===== config.mk =====
export PLATFORM = sky130hd
export DESIGN_NAME = tsr_status_regs
export DESIGN_NICKNAME = d
export VERILOG_FILES = /design/src/tsr_pkg.sv /design/src/tsr_msg_filter.sv /design/src/tsr_status_regs.sv
export SDC_FILE = /design/constraint.sdc
export NUM_CORES = 1
export LEC_CHECK = 0
export CAP_MARGIN = 0
export CORE_MARGIN = 8
export CORE_UTILIZATION = 58
export CTS_CLUSTER_SIZE = 25
export DETAILED_ROUTE_END_ITERATION = 7
export DONT_BUFFER_PORTS = 1
export GPL_TIMING_DRIVEN = 1
export PLACE_DENSITY_LB_ADDON = 0.05
export REMOVE_ABC_BUFFERS = 1
export SLEW_MARGIN = 30
export SYNTH_ARGS = -nofsm -noshare
export SYNTH_HDL_FRONTEND = slang
export SYNTH_SLANG_ARGS = --single-unit

===== constraint.sdc =====
create_clock -name clk -period 3.3 [get_ports clk]
set_input_delay 0.495 -clock clk [delete_from_list [all_inputs] [get_ports clk]]
set_output_delay 0.495 -clock clk [all_outputs]
set_load 0.05 [all_outputs]

===== src/tsr_pkg.sv =====
`default_nettype none
package tsr_pkg;

  // ==========================================================================
  // Clock and timing
  // ==========================================================================
  localparam int CLK_KHZ          = 250000;   // 250 MHz core clock
  localparam int HALF_SECOND_MS   = 500;      // Timer toggle interval
  localparam int LOS_HOLD_US      = 1000;     // Low level persistence before loss
  localparam int PHASE_SAMPLE_US  = 250;      // Phase count refresh interval
  localparam int HALF_SECOND_CYC  = HALF_SECOND_MS * CLK_KHZ;
  localparam int LOS_HOLD_CYC     = (LOS_HOLD_US * CLK_KHZ) / 1000;
  localparam int PHASE_SAMPLE_CYC = (PHASE_SAMPLE_US * CLK_KHZ) / 1000;

  // Half-second ticks per full cycle of the five-second timer
  localparam logic [3:0] TICK_WRAP      = 4'h9;
  localparam logic [3:0] FIVE_TICK_A    = 4'h4;
  localparam logic [3:0] FIVE_TICK_B    = 4'h9;

  // ==========================================================================
  // Message persistence filter
  // ==========================================================================
  localparam int         MSG_WINDOW = 10;
  localparam logic [3:0] MSG_NEEDED = 4'h8;

  // ==========================================================================
  // Register map
  // ==========================================================================
  localparam logic [3:0] PAGE_CTRL   = 4'h1;
  localparam logic [3:0] PAGE_STATUS = 4'h3;
  localparam logic [4:0] OFS_TIMER   = 5'h12;
  localparam logic [4:0] OFS_RX_HIGH = 5'h13;
  localparam logic [4:0] OFS_RX_LOW  = 5'h14;
  localparam logic [4:0] OFS_MSG     = 5'h15;
  localparam logic [4:0] OFS_LINE    = 5'h16;
  localparam logic [4:0] OFS_TX_SLIP = 5'h17;
  localparam logic [4:0] OFS_TX_DLY  = 5'h17;  // Control page, write clears depth bit
  localparam logic [7:0] RDATA_RESET = 8'h00;

  // ==========================================================================
  // Carriers
  // ==========================================================================
  typedef struct packed {
    logic       sel;
    logic       rd;
    logic       wr;
    logic [3:0] page;
    logic [4:0] addr;
  } tsr_bus_s;

  typedef struct packed {
    logic [4:0] slot;
    logic [2:0] bit_cnt;
    logic [2:0] sub;
    logic       over;
  } tsr_phase_s;

  typedef struct packed {
    logic ev;
    logic rep;
  } tsr_slip_s;

endpackage : tsr_pkg
`default_nettype wire


===== src/tsr_msg_filter.sv =====
`timescale 1ns/10ps
`default_nettype none
module tsr_msg_filter (
  input  wire logic       clk,
  input  wire logic       reset,
  input  wire logic       cw_valid,
  input  wire logic [7:0] cw,
  output var  logic [7:0] msg
);
  import tsr_pkg::*;

  typedef struct packed {
    logic [7:0]            cand;
    logic [MSG_WINDOW-1:0] hist;
    logic [7:0]            msg;
  } tsr_filt_s;

  tsr_filt_s st_reg;
  tsr_filt_s st_next;
  logic [MSG_WINDOW-1:0] hist_new;

  // ==========================================================================
  // Persistence: a candidate counts its unbroken run of hits, capped at ten positions
  // ==========================================================================
  always_comb begin
    st_next  = st_reg;
    hist_new = {st_reg.hist[MSG_WINDOW-2:0], 1'b1};
    if (cw_valid) begin
      if (cw == st_reg.cand) begin
        st_next.hist = hist_new;
        // Load only once a new word is seen often enough [RULE_11]
        if (4'($countones(hist_new)) >= MSG_NEEDED) begin
          st_next.msg = cw;
        end
      end else begin
        // A different word starts its own count; old hits do not carry over
        st_next.cand = cw;
        st_next.hist = {{(MSG_WINDOW-1){1'b0}}, 1'b1};
      end
    end
  end

  always_ff @(posedge clk) begin
    if (reset) begin
      st_reg <= '0;
    end else begin
      st_reg <= st_next;
    end
  end

  assign msg = st_reg.msg;
endmodule : tsr_msg_filter
`default_nettype wire


===== src/tsr_status_regs.sv =====
// What this block does
// (RULE_01) One-second timer bit toggles every half second.
// (RULE_02) Two-second timer bit toggles every second, aligned with one-second bit.
// (RULE_03) Five-second timer bit toggles every 2.5 s, aligned with one-second bit.
// (RULE_04) Receive slip bit 7 toggles on each receive controlled frame slip.
// (RULE_05) Receive slip direction: one for repeated frame, zero for lost frame.
// (RULE_06) Receive depth bit is one when buffer delay exceeds one frame.
// (RULE_07) Receive frame wink bit toggles on falling edge of slot count MSB.
// (RULE_08) Sub-bit depth in three bits: clock, half clock, eighth clock.
// (RULE_09) Five-bit timeslot phase count in bits 7-3, refreshed every 250 us.
// (RULE_10) Three-bit bit-time phase count in bits 2-0, refreshed every 250 us.
// (RULE_11) Message byte loads after a new codeword appears in 8 of 10; the code needs 8 in a row, any other word restarts the count.
// (RULE_12) Line loss bit high after low level lasts 1 ms, else low.
// (RULE_13) Transmit slip bit 7 toggles on each transmit controlled frame slip.
// (RULE_14) Transmit slip direction: one for repeated frame, zero for lost frame.
// (RULE_15) Transmit depth bit is one when transmit buffer delay exceeds one frame.
// (RULE_16) Writing the transmit slip delay register clears the transmit depth bit.
// (RULE_17) Unused bits read zero; writes to these status registers are ignored.
`timescale 1ns/10ps
`default_nettype none
module tsr_status_regs #(
  parameter int HALF_SECOND_CYCLES = tsr_pkg::HALF_SECOND_CYC,
  parameter int LOS_HOLD_CYCLES    = tsr_pkg::LOS_HOLD_CYC,
  parameter int PHASE_SAMPLE_CYCLES = tsr_pkg::PHASE_SAMPLE_CYC
) (
  input  wire logic               clk,
  input  wire logic               reset,
  input  wire tsr_pkg::tsr_bus_s  bus,
  output var  logic [7:0]         rdata,
  input  wire tsr_pkg::tsr_phase_s rx_phase,
  input  wire tsr_pkg::tsr_slip_s rx_slip,
  input  wire tsr_pkg::tsr_slip_s tx_slip,
  input  wire logic               tx_over_frame,
  input  wire logic               cw_valid,
  input  wire logic [7:0]         cw,
  input  wire logic               line_level_low
);
  import tsr_pkg::*;

  typedef struct packed {
    logic        lvl_meta;
    logic        lvl_sync;
    logic [26:0] sec_cnt;
    logic [3:0]  tick_cnt;
    logic        one_s;
    logic        two_s;
    logic        five_s;
    logic        rx_slip_tgl;
    logic        rx_dir;
    logic        rx_over;
    logic        rx_wink;
    logic        slot_msb_d;
    logic [2:0]  rx_sub;
    logic [15:0] samp_cnt;
    logic [4:0]  rx_slot;
    logic [2:0]  rx_bit;
    logic [17:0] los_cnt;
    logic        los;
    logic        tx_slip_tgl;
    logic        tx_dir;
    logic        tx_over;
    logic        tx_over_d;
    logic [7:0]  rdata;
  } tsr_state_s;

  tsr_state_s st_reg;
  tsr_state_s st_next;
  logic [7:0] msg_byte;
  logic       half_tick;
  logic       sample_tick;
  logic       delay_write;
  logic       status_read;

  // ==========================================================================
  // Message byte filter
  // ==========================================================================
  tsr_msg_filter u_msg (
    .clk      (clk),
    .reset    (reset),
    .cw_valid (cw_valid),
    .cw       (cw),
    .msg      (msg_byte)
  );

  // Strobes decoded from the counters and the processor port
  assign half_tick   = (st_reg.sec_cnt == 27'(HALF_SECOND_CYCLES - 1));
  assign sample_tick = (st_reg.samp_cnt == 16'(PHASE_SAMPLE_CYCLES - 1));
  assign delay_write = bus.sel && bus.wr && bus.page == PAGE_CTRL && bus.addr == OFS_TX_DLY;
  assign status_read = bus.sel && bus.rd && bus.page == PAGE_STATUS;

  // ==========================================================================
  // Next-state logic
  // ==========================================================================
  always_comb begin
    st_next = st_reg;

    // Level pin crosses in through two flops before anything reads it
    st_next.lvl_meta = line_level_low;
    st_next.lvl_sync = st_reg.lvl_meta;

    // Free-running half-second base; all timers step on the same tick
    st_next.sec_cnt = half_tick ? 27'h0 : st_reg.sec_cnt + 27'h1;
    if (half_tick) begin
      st_next.tick_cnt = (st_reg.tick_cnt == TICK_WRAP) ? 4'h0 : st_reg.tick_cnt + 4'h1;
      st_next.one_s    = ~st_reg.one_s;                                   // [RULE_01]
      if (st_reg.tick_cnt[0]) begin
        st_next.two_s = ~st_reg.two_s;                                    // [RULE_02]
      end
      if (st_reg.tick_cnt == FIVE_TICK_A || st_reg.tick_cnt == FIVE_TICK_B) begin
        st_next.five_s = ~st_reg.five_s;                                  // [RULE_03]
      end
    end

    // Receive slip history
    if (rx_slip.ev) begin
      st_next.rx_slip_tgl = ~st_reg.rx_slip_tgl;                          // [RULE_04]
      st_next.rx_dir      = rx_slip.rep;                                  // [RULE_05]
    end
    st_next.rx_over    = rx_phase.over;                                   // [RULE_06]
    st_next.rx_sub     = rx_phase.sub;                                    // [RULE_08]
    st_next.slot_msb_d = rx_phase.slot[4];
    if (st_reg.slot_msb_d && !rx_phase.slot[4]) begin
      st_next.rx_wink = ~st_reg.rx_wink;                                  // [RULE_07]
    end

    // Phase counts are snapshots, so software sees a stable pair between refreshes
    st_next.samp_cnt = sample_tick ? 16'h0 : st_reg.samp_cnt + 16'h1;
    if (sample_tick) begin
      st_next.rx_slot = rx_phase.slot;                                    // [RULE_09]
      st_next.rx_bit  = rx_phase.bit_cnt;                                 // [RULE_10]
    end

    // Loss of signal needs the low level to persist; any recovery restarts the wait
    if (!st_reg.lvl_sync) begin
      st_next.los_cnt = 18'h0;
      st_next.los     = 1'b0;                                             // [RULE_12]
    end else if (st_reg.los_cnt == 18'(LOS_HOLD_CYCLES - 1)) begin
      st_next.los     = 1'b1;                                             // [RULE_12]
    end else begin
      st_next.los_cnt = st_reg.los_cnt + 18'h1;
    end

    // Transmit slip history
    if (tx_slip.ev) begin
      st_next.tx_slip_tgl = ~st_reg.tx_slip_tgl;                          // [RULE_13]
      st_next.tx_dir      = tx_slip.rep;                                  // [RULE_14]
    end
    // Depth follows the buffer; a delay write clears it until the buffer reasserts.
    // A rise in the same cycle as the write wins, so the event is not lost.
    st_next.tx_over_d = tx_over_frame;
    if (tx_over_frame && !st_reg.tx_over_d) begin
      st_next.tx_over = 1'b1;                                             // [RULE_15]
    end else if (delay_write) begin
      st_next.tx_over = 1'b0;                                             // [RULE_16]
    end else if (!tx_over_frame) begin
      st_next.tx_over = 1'b0;                                             // [RULE_15]
    end

    // Read port: data stands until the next read; writes here change nothing
    if (status_read) begin
      unique case (bus.addr)
        OFS_TIMER:   st_next.rdata = {st_reg.one_s, st_reg.two_s, st_reg.five_s, 5'h00};
        OFS_RX_HIGH: st_next.rdata = {st_reg.rx_slip_tgl, st_reg.rx_dir, st_reg.rx_over,
                                      1'b0, st_reg.rx_wink, st_reg.rx_sub};
        OFS_RX_LOW:  st_next.rdata = {st_reg.rx_slot, st_reg.rx_bit};
        OFS_MSG:     st_next.rdata = msg_byte;
        OFS_LINE:    st_next.rdata = {st_reg.los, 7'h00};
        OFS_TX_SLIP: st_next.rdata = {st_reg.tx_slip_tgl, st_reg.tx_dir, st_reg.tx_over, 5'h00};
        default:     st_next.rdata = 8'h00;                               // [RULE_17]
      endcase
    end else if (bus.sel && bus.rd) begin
      st_next.rdata = 8'h00;                                              // [RULE_17]
    end
  end

  // ==========================================================================
  // State register
  // ==========================================================================
  always_ff @(posedge clk) begin
    if (reset) begin
      st_reg       <= '0;
      st_reg.rdata <= RDATA_RESET;
    end else begin
      st_reg <= st_next;
    end
  end

  assign rdata = st_reg.rdata;
endmodule : tsr_status_regs
`default_nettype wire


Yosys cells after proc, flatten, opt, wreduce, memory -nomap -nowiden
Cells that the tools add are included.
{"block": "op_classes", "order_cmp": 1, "n_reduce_logical": 18, "eq_ne": 15, "n_bitwise": 8, "muxes": 8, "add_sub_neg": 13}
{"operator": "$pmux 8 s6", "n": 1}
{"operator": "$eq 5x5->1 const B", "n": 6}
{"operator": "$add 27x1->27 const B", "n": 1}
{"operator": "$eq 27x27->1 const B", "n": 1}
{"operator": "$add 18x1->18 const B", "n": 1}
{"operator": "$eq 18x18->1 const B", "n": 1}
{"operator": "$add 16x1->16 const B", "n": 1}
{"operator": "$add 4x4->4", "n": 4}
{"operator": "$eq 16x16->1 const B", "n": 1}
{"operator": "$mux 8", "n": 2}
{"operator": "$mux 9", "n": 1}
{"operator": "$add 1x1->2", "n": 4}
{"operator": "$eq 8x8->1", "n": 1}
{"operator": "$not 1->1", "n": 8}
{"operator": "$logic_and 1x1->1", "n": 7}
{"operator": "$reduce_and 2->1", "n": 3}
{"operator": "$reduce_or 2->1", "n": 3}
{"operator": "$add 4x1->4 const B", "n": 1}
{"operator": "$eq 4x1->1 const B", "n": 1}
{"operator": "$eq 4x2->1 const B", "n": 1}
{"operator": "$eq 4x3->1 const B", "n": 1}
{"operator": "$eq 4x4->1 const B", "n": 1}
{"operator": "$ge 4x4->1 const B", "n": 1}
{"operator": "$mux 4", "n": 1}
{"operator": "7 further kinds", "n": 10}
{"block": "word_totals", "out_inout_bits": 8, "regBits": 124, "word_cells": 89, "input_bits": 41}

Logic depth before layout (Yosys ltp)
Gate-level depths: netlist (run 1).
{"block": "logic_depth", "depth_word": 6, "ltp_mapped": 11, "ltp_nobuf": 10}

By module
A second synthesis (run 1) with hierarchy kept.
{"block": "unflattened", "cells_unflattened": 653, "hier_area_um2": 6009.5}
{"module": "tsr_status_regs", "seq_area_each_um2": 1981.9, "area_per_inst_um2": 4678.2, "n_inst": 1, "cells_per_inst": 524}
{"module": "tsr_msg_filter", "seq_area_each_um2": 500.5, "area_per_inst_um2": 1331.3, "n_inst": 1, "cells_per_inst": 129}

Worst setup path after synthesis (run 1)
Ideal clock, no wire load.
{"block": "synth_path", "kind": "register to register", "start": "reg u_msg.st_reg (netlist bit u_msg.hist_new[2])", "end": "reg u_msg.st_reg (netlist bit u_msg.msg[0])", "stages_incl_launch_ff": 12, "setup_ns": 0.120, "required_time_ns": 3.180, "synth_period_minus_slack_ns": 2.912, "setup_slack_ns": 0.388, "n_path_buf": 1, "arrival_time_ns": 2.792, "path_cell_list": "dfxtp_1 -> ha_1 -> fa_1 -> inv_1 -> fa_1 -> inv_1 -> fa_1 -> a21o_1 -> a21oi_1 -> and4b_1 -> buf_4 -> mux2i_1"}
{"block": "synth_between", "elab_chain_cells": 6}
{"item": "start: declaration", "line_no": "tsr_msg_filter.sv:18", "text": "tsr_filt_s st_reg;"}
{"item": "start signal: assignment", "line_no": "tsr_msg_filter.sv:47", "text": "st_reg <= st_next;"}
{"item": "$add 1x1->2 (implied by the code)", "line_no": "tsr_msg_filter.sv:32", "text": "if (4'($countones(hist_new)) >= MSG_NEEDED) begin"}
{"item": "$add 4x4->4 (implied by the code) (3 in series)", "line_no": "tsr_msg_filter.sv:32"}
{"item": "$ge 4x4->1", "line_no": "tsr_msg_filter.sv:32"}
{"item": "$reduce_and 3->1 (no line)"}
No other way between the ends.
A chain may end at the register's enable or synchronous reset.

Worst setup path in the final report (run 1)
{"block": "layout_path", "start": "reg u_msg.st_reg (netlist bit u_msg.hist_new[2])", "end": "reg u_msg.st_reg (netlist bit u_msg.msg[3])"}
Same word-level chain as after synthesis.

==> flow_summary.ini, run 1 <==
[timing]
fin_skew_ns = 0.00829
fmax_mhz = 323
setup-violations-final = 0
final.setup.worst_slack_ns = 0.204
slew_headroom = 0.502
drv_slew = 0
rsz0062_at_grt = no
hold_violations = 0
tightest_slew_ns = 0.747
min_period_ns = 3.10
setup_tns_ns = 0
timing.final.crit_share = 0.938

[die]
die_w_um = 117
start_util = 0.584
dieArea_um2 = 13700
rows = 37
die_y_um = 117
ios = 49
design.core.area_um2 = 10100

[yosys]
synth_top_area_frac = 0.419
async_flop_share = 0
synth-main-ff-cell = dfxtp_1
synth.distinct_cells = 56
synth_area_leaders = dfxtp_1 42%, mux2i_1 4.9%, nand2b_1 4.1%, a21oi_1 3.7%, nor2_1 3.5%
yosysWarnings = 0
synth.yosys.seq_area_share = 0.419
syn_inst = 657
ys_ff_latch = 124
synthesis.area_um2 = 5920
synth_top_area_cell = dfxtp_1
syn_area_per_cell_um2 = 9.02
synth_edf_count = 0

[clock_network]
root_buffer = clkbuf_8
clock-sinks = 124
post_cts_resized = 0
htree_levels = 4
cts_setup_buffers = 0
clkLatencyLatePin_ns = 0.53
cts_hold_buf = 0
cts_tree = yes
cts.clk_slew.worst_paths_ns = 0.06
ctsLongestPathBuffers = 2
numCtsBuffers = 17

[layout]
nFillCells = 849
stdcell_area_um2 = 6510
final-seq-area_um2 = 2480
syn2layout_area_growth_pct = 9.97
multiInputGateArea_um2 = 3200
largest_reg_flops = 90
nNetsFinal = 701
layout-drive-gt1-share = 0.0759
num_antenna_cells = 0
utilization = 0.642

[critical_path]
critPathRequiredTime_ns = 3.70
critPathSlowestCell = fa_1
crit_fanout = 8
critPathKind = flop to flop
crit_path_end_kind = flop
crit_top_cell = fa_1
max_stage_delay_ns = 0.50
critPathLaunchType = flop
timing.rr.start = u_msg.hist_new[2]
arrival_ns = 3.50
reg2regPathDepth = 10
path_cells = ha_1 > fa_1 > inv_1 > fa_1 > inv_1 > fa_1 > a21o_1 > a21oi_1 > and4b_1 > mux2i_1
r2r_slack_ns = 0.20
r2r-end = u_msg.msg[3]
crit_start = u_msg.hist_new[2]

[global_routing]
grt_pass1_vias = 4551
grt_use_total = 0.202
grt_pass1_wl_um = 21700
antenna_found_initial = 0
grt_start_max_net_pins = 71
grt_overflow = 0

[worst_hold_path]
hp-class = input port to flop
min_to = rdata[4]
min_from = reset
min_path_cells = 1

[placement]
dp_hpwl_um = 8900
gp_congestion = 0.818
portBuffers = 0
dpl_worst_slack_ns = 0.200
placed_area_um2 = 5950

[drt]
routedWlPerCell_um = 16.2
maxUsedRoutingLayer = met4
drc_errors = 0
viasPerCell = 5.91
routed-wl-met2_um = 6090
wl_um = 12900
drt_iter0_markers = 325
routed-wl-met3_um = 615
drt-met1-wl_um = 5930
vias = 4698
firstDrtPassIters = 4
drtAntennaViolNets = 0

[pwr]
switching_share = 0.222
internal-power_mw = 2.64
total_power_mw = 3.39
powerDensity_nw_per_um2 = 521
power_frac_clock = 0.516
switchingPower_mw = 0.751
power_frac_comb = 0.030
ir_drop_v = 0.000267
p_leak_nw = 2.31
p_seq_frac = 0.454

[outcome]
status = finished clean

[job]
maxCapViolations = 0
-- area by class of cell --
cell class / instances / share of cell area
multi-input cells: 482 / 0.492
repair buffers: 4 / 0.00461
clock buffers: 17 / 0.0636
well taps: 136 / 0.0261
inverters: 17 / 0.00980
flip-flops and latches: 124 / 0.381
clock inverters: 15 / 0.0231
-- routing by layer --
metal,global-route usage,vias to the layer above
met4,0.0828,0
li1,-,2343
met3,0.0605,21
met2,0.328,86
met1,0.245,2248
met5,0,-
-- cells in the mapped netlist (all sizes together) (2+ instances only) --
master,count
nand3,23
mux2i,29
and2,6
nand4b,3
o21bai,2
nor3b,4
ha,9
mux2,2
or4b,4
nor4b,4
nor3,7
buf,20
dfxtp,124
nor4,10
and3b,2
o21ai,28
a221oi,6
inv,17
a32o,3
xor2,23
fa,5
xnor2,17
or2,2
and3,15
and4b,3
nor2,55
a31oi,3
o31ai,14
or4,19
a21oi,44
nand2b,39
nor2b,13
and4,7
nand2,33
clkbuf,14
nand4,27
or3,12
-- cells in the final DEF, fill, tap and decap left out, types with 12 or more instances in the layout --
master	count
nor2_1	55
inv_1	17
xor2_1	23
and3_1	15
clkbuf_16	16
nand4_1	27
nor2b_1	13
a21oi_1	44
mux2i_1	29
nand2_1	33
or3_1	12
o21ai_0	27
or4_1	18
dfxtp_1	124
nand3_1	23
xnor2_1	17
o31ai_1	14
nand2b_1	39
-- through the flow --
stage / hold WS (ns) / instances
after global routing: 0.0149 / 795
after global placement: 0.405 / 763
after floorplan: 0.393 / 623
after detailed placement: 0.411 / 763
after CTS: 0.00688 / 795
final: 0.0311 / 795
-- power groups by stage --
stage	combinational [mW]	sequential [mW]	clock (mW)
global route	0.112	1.54	1.85
CTS	0.101	1.54	1.78
global placement	0.0969	1.57	0
finish	0.100	1.54	1.75
floorplan	0.0802	1.57	0
detailed placement	0.101	1.57	0
-- cell families after synthesis --
group	count (synthesis)	synth area share
fa+ha+maj	14	0.0359
buf+inv	51	0.0401
xor+xnor	40	0.0591
flops	124	0.419
mux	31	0.0528
simple gates	291	0.285
compound gates	106	0.108
-- worst max path at each step --
stage	cells past startpoint	slack (ns)	end
2_1_floorplan	10	0.37	u_msg.msg[0]
3_3_place_gp	10	0.27	u_msg.msg[2]
3_5_place_dp	10	0.20	u_msg.msg[3]
6_report	10	0.20	u_msg.msg[3]
4_1_cts	10	0.20	u_msg.msg[3]
5_1_grt	10	0.06	u_msg.msg[3]
-- critical path: cells and delay by family (launching register included) --
| kind | cells | cell delay [ns] |
|---|---|---|
| AO/OA/AOI/OAI | 2 | 0.29 |
| adder cells (fa/ha/maj) | 4 | 1.69 |
| buffers and inverters | 2 | 0.10 |
| flip-flops | 1 | 0.32 |
| multiplexers | 1 | 0.18 |
| AND/OR/NAND/NOR | 1 | 0.37 |
No activity file was read; power rests on OpenSTA's default activity.
==> run 2: changes to the inputs <==
--- a/config.mk
+++ b/config.mk
@@ -7,7 +7,7 @@
 export LEC_CHECK = 0
 export CAP_MARGIN = 0
 export CORE_MARGIN = 8
-export CORE_UTILIZATION = 58
+export CORE_UTILIZATION = 40
 export CTS_CLUSTER_SIZE = 25
 export DETAILED_ROUTE_END_ITERATION = 7
 export DONT_BUFFER_PORTS = 1
==> run 2 against run 1 <==
First-iteration DRC count is 38% lower; clock-buffer cell count is 4 higher; critical path depth stayed put; clock power is 13% higher; clock skew is 0.0018 ns higher; via count is 2.6% lower; global-route usage is 5.6 points lower; critical path type unchanged; register-to-register slack hardly changed; hold slack better by 0.12 ns; sequential power hardly changed; setup slack better by 0.0077 ns; final area is 1.8% higher.
==> flow_summary.ini, run 2 (synthesis gave the netlist of run 1 again) <==
[die]
rows = 44
die_y_um = 138
design.core.area_um2 = 14500
start_util = 0.409
ios = 49
dieArea_um2 = 19000
die_w_um = 138

[timing]
min_period_ns = 3.09
setup_tns_ns = 0
setup-violations-final = 0
rsz0062_at_grt = no
timing.final.crit_share = 0.936
drv_slew = 0
hold_violations = 0
slew_headroom = 0.492
fin_skew_ns = 0.0101
fmax_mhz = 324
tightest_slew_ns = 0.762

[drt]
drt_iter0_markers = 202
drc_errors = 0
routedWlPerCell_um = 15.5
firstDrtPassIters = 4
drtAntennaViolNets = 0
wl_um = 13000
vias = 4577
viasPerCell = 5.44

[placement]
placed_area_um2 = 6010
dp_hpwl_um = 9030
gp_congestion = 0.760
portBuffers = 0

[pwr]
powerDensity_nw_per_um2 = 545
ir_drop_v = 0.000365
p_leak_nw = 2.34

[clock_network]
clkLatencyLatePin_ns = 0.41
cts_tree = yes
ctsLongestPathBuffers = 2
numCtsBuffers = 17
htree_levels = 4
clock-sinks = 124
cts_hold_buf = 0
cts.clk_slew.worst_paths_ns = 0.06
cts_setup_buffers = 0
post_cts_resized = 0
root_buffer = clkbuf_16

[layout]
nNetsFinal = 701
stdcell_area_um2 = 6630
largest_reg_flops = 90
num_antenna_cells = 0
layout-drive-gt1-share = 0.0714
final_common_cell = dfxtp_1
most-common-layout-cells = 124 x dfxtp_1, 55 x nor2_1, 44 x a21oi_1
syn2layout_area_growth_pct = 12.0

[global_routing]
grt_use_total = 0.146
grt_overflow = 0
grt_pass1_vias = 4316
antenna_found_initial = 0
grt_pass1_wl_um = 21700
grt_start_max_net_pins = 71

[job]
maxCapViolations = 0

[critical_path]
crit_fanout = 8
crit_path_end_kind = flop
critPathLaunchType = flop
arrival_ns = 3.37
critPathRequiredTime_ns = 3.58
critPathKind = flop to flop

[worst_hold_path]
hp-class = input port to flop

[outcome]
status = finished clean
run 2: cell types whose count changed in the layout (fill, tap and decap cells not counted), sizes merged:
cell / previous run / this run
bufinv: 2 / 4
clkbuf: 17 / 21
clkinv: 8 / 3
clkinvlp: 4 / 2
run 2: layout make-up:
class,instances,area [µm²]
Fill cell,1433,7850
Tap cell,184,230
Clock buffer,21,460
Sequential cell,124,2480
Multi-Input combinational cell,482,3200
Clock inverter,10,163
Inverter,17,63.8
Timing Repair Buffer,4,30.0
run 2: routing by layer:
metal | vias up | track usage | routed length, µm
met1 | 2124 | 0.184 | 6340
met3 | 14 | 0.0525 | 755
met4 | 0 | 0.0616 | 187
met5 | - | 0 | 0
li1 | 2349 | - | -
met2 | 90 | 0.220 | 5760
run 2: worst paths after layout:
kind                      from      endpoint  slack [ns]  cells after the start
max          u_msg.hist_new[2]  u_msg.msg[4]        0.21                     10
min                      reset    st_reg[59]        0.15                      1
max reg2reg  u_msg.hist_new[2]  u_msg.msg[4]        0.21                     10
min reg2reg          st_reg[8]     st_reg[9]        0.41                      1
run 2: worst max-delay path: stages (launching register included):
cell and delay [ns]:
dfxtp_1 0.33, ha_1 0.32, fa_1 0.50, inv_1 0.05
fa_1 0.49, inv_1 0.06, fa_1 0.38, a21o_1 0.16
a21oi_1 0.12, and4b_1 0.36, mux2i_1 0.18
run 2: through the flow:
step | setup slack (ns) | cells | hold WS [ns] | total power, mW | util
3_5_place_dp | 0.208 | 811 | 0.409 | 1.67 | 0.415
2_1_floorplan | 0.366 | 623 | 0.393 | 1.65 | -
4_1_cts | 0.190 | 842 | 0.124 | 3.67 | 0.458
5_1_grt | 0.0704 | 842 | 0.131 | 3.75 | 0.458
6_report | 0.212 | 842 | 0.150 | 3.62 | 0.458
3_3_place_gp | 0.209 | 811 | 0.397 | 1.67 | 0.415
run 2: power breakdown:
group	internal, mW	leakage (nW)	switching, mW	total [mW]
Sequential	1.52	1.01	0.0154	1.54
Combinational	0.0480	1.04	0.0516	0.0996
Clock	1.30	0.300	0.679	1.98
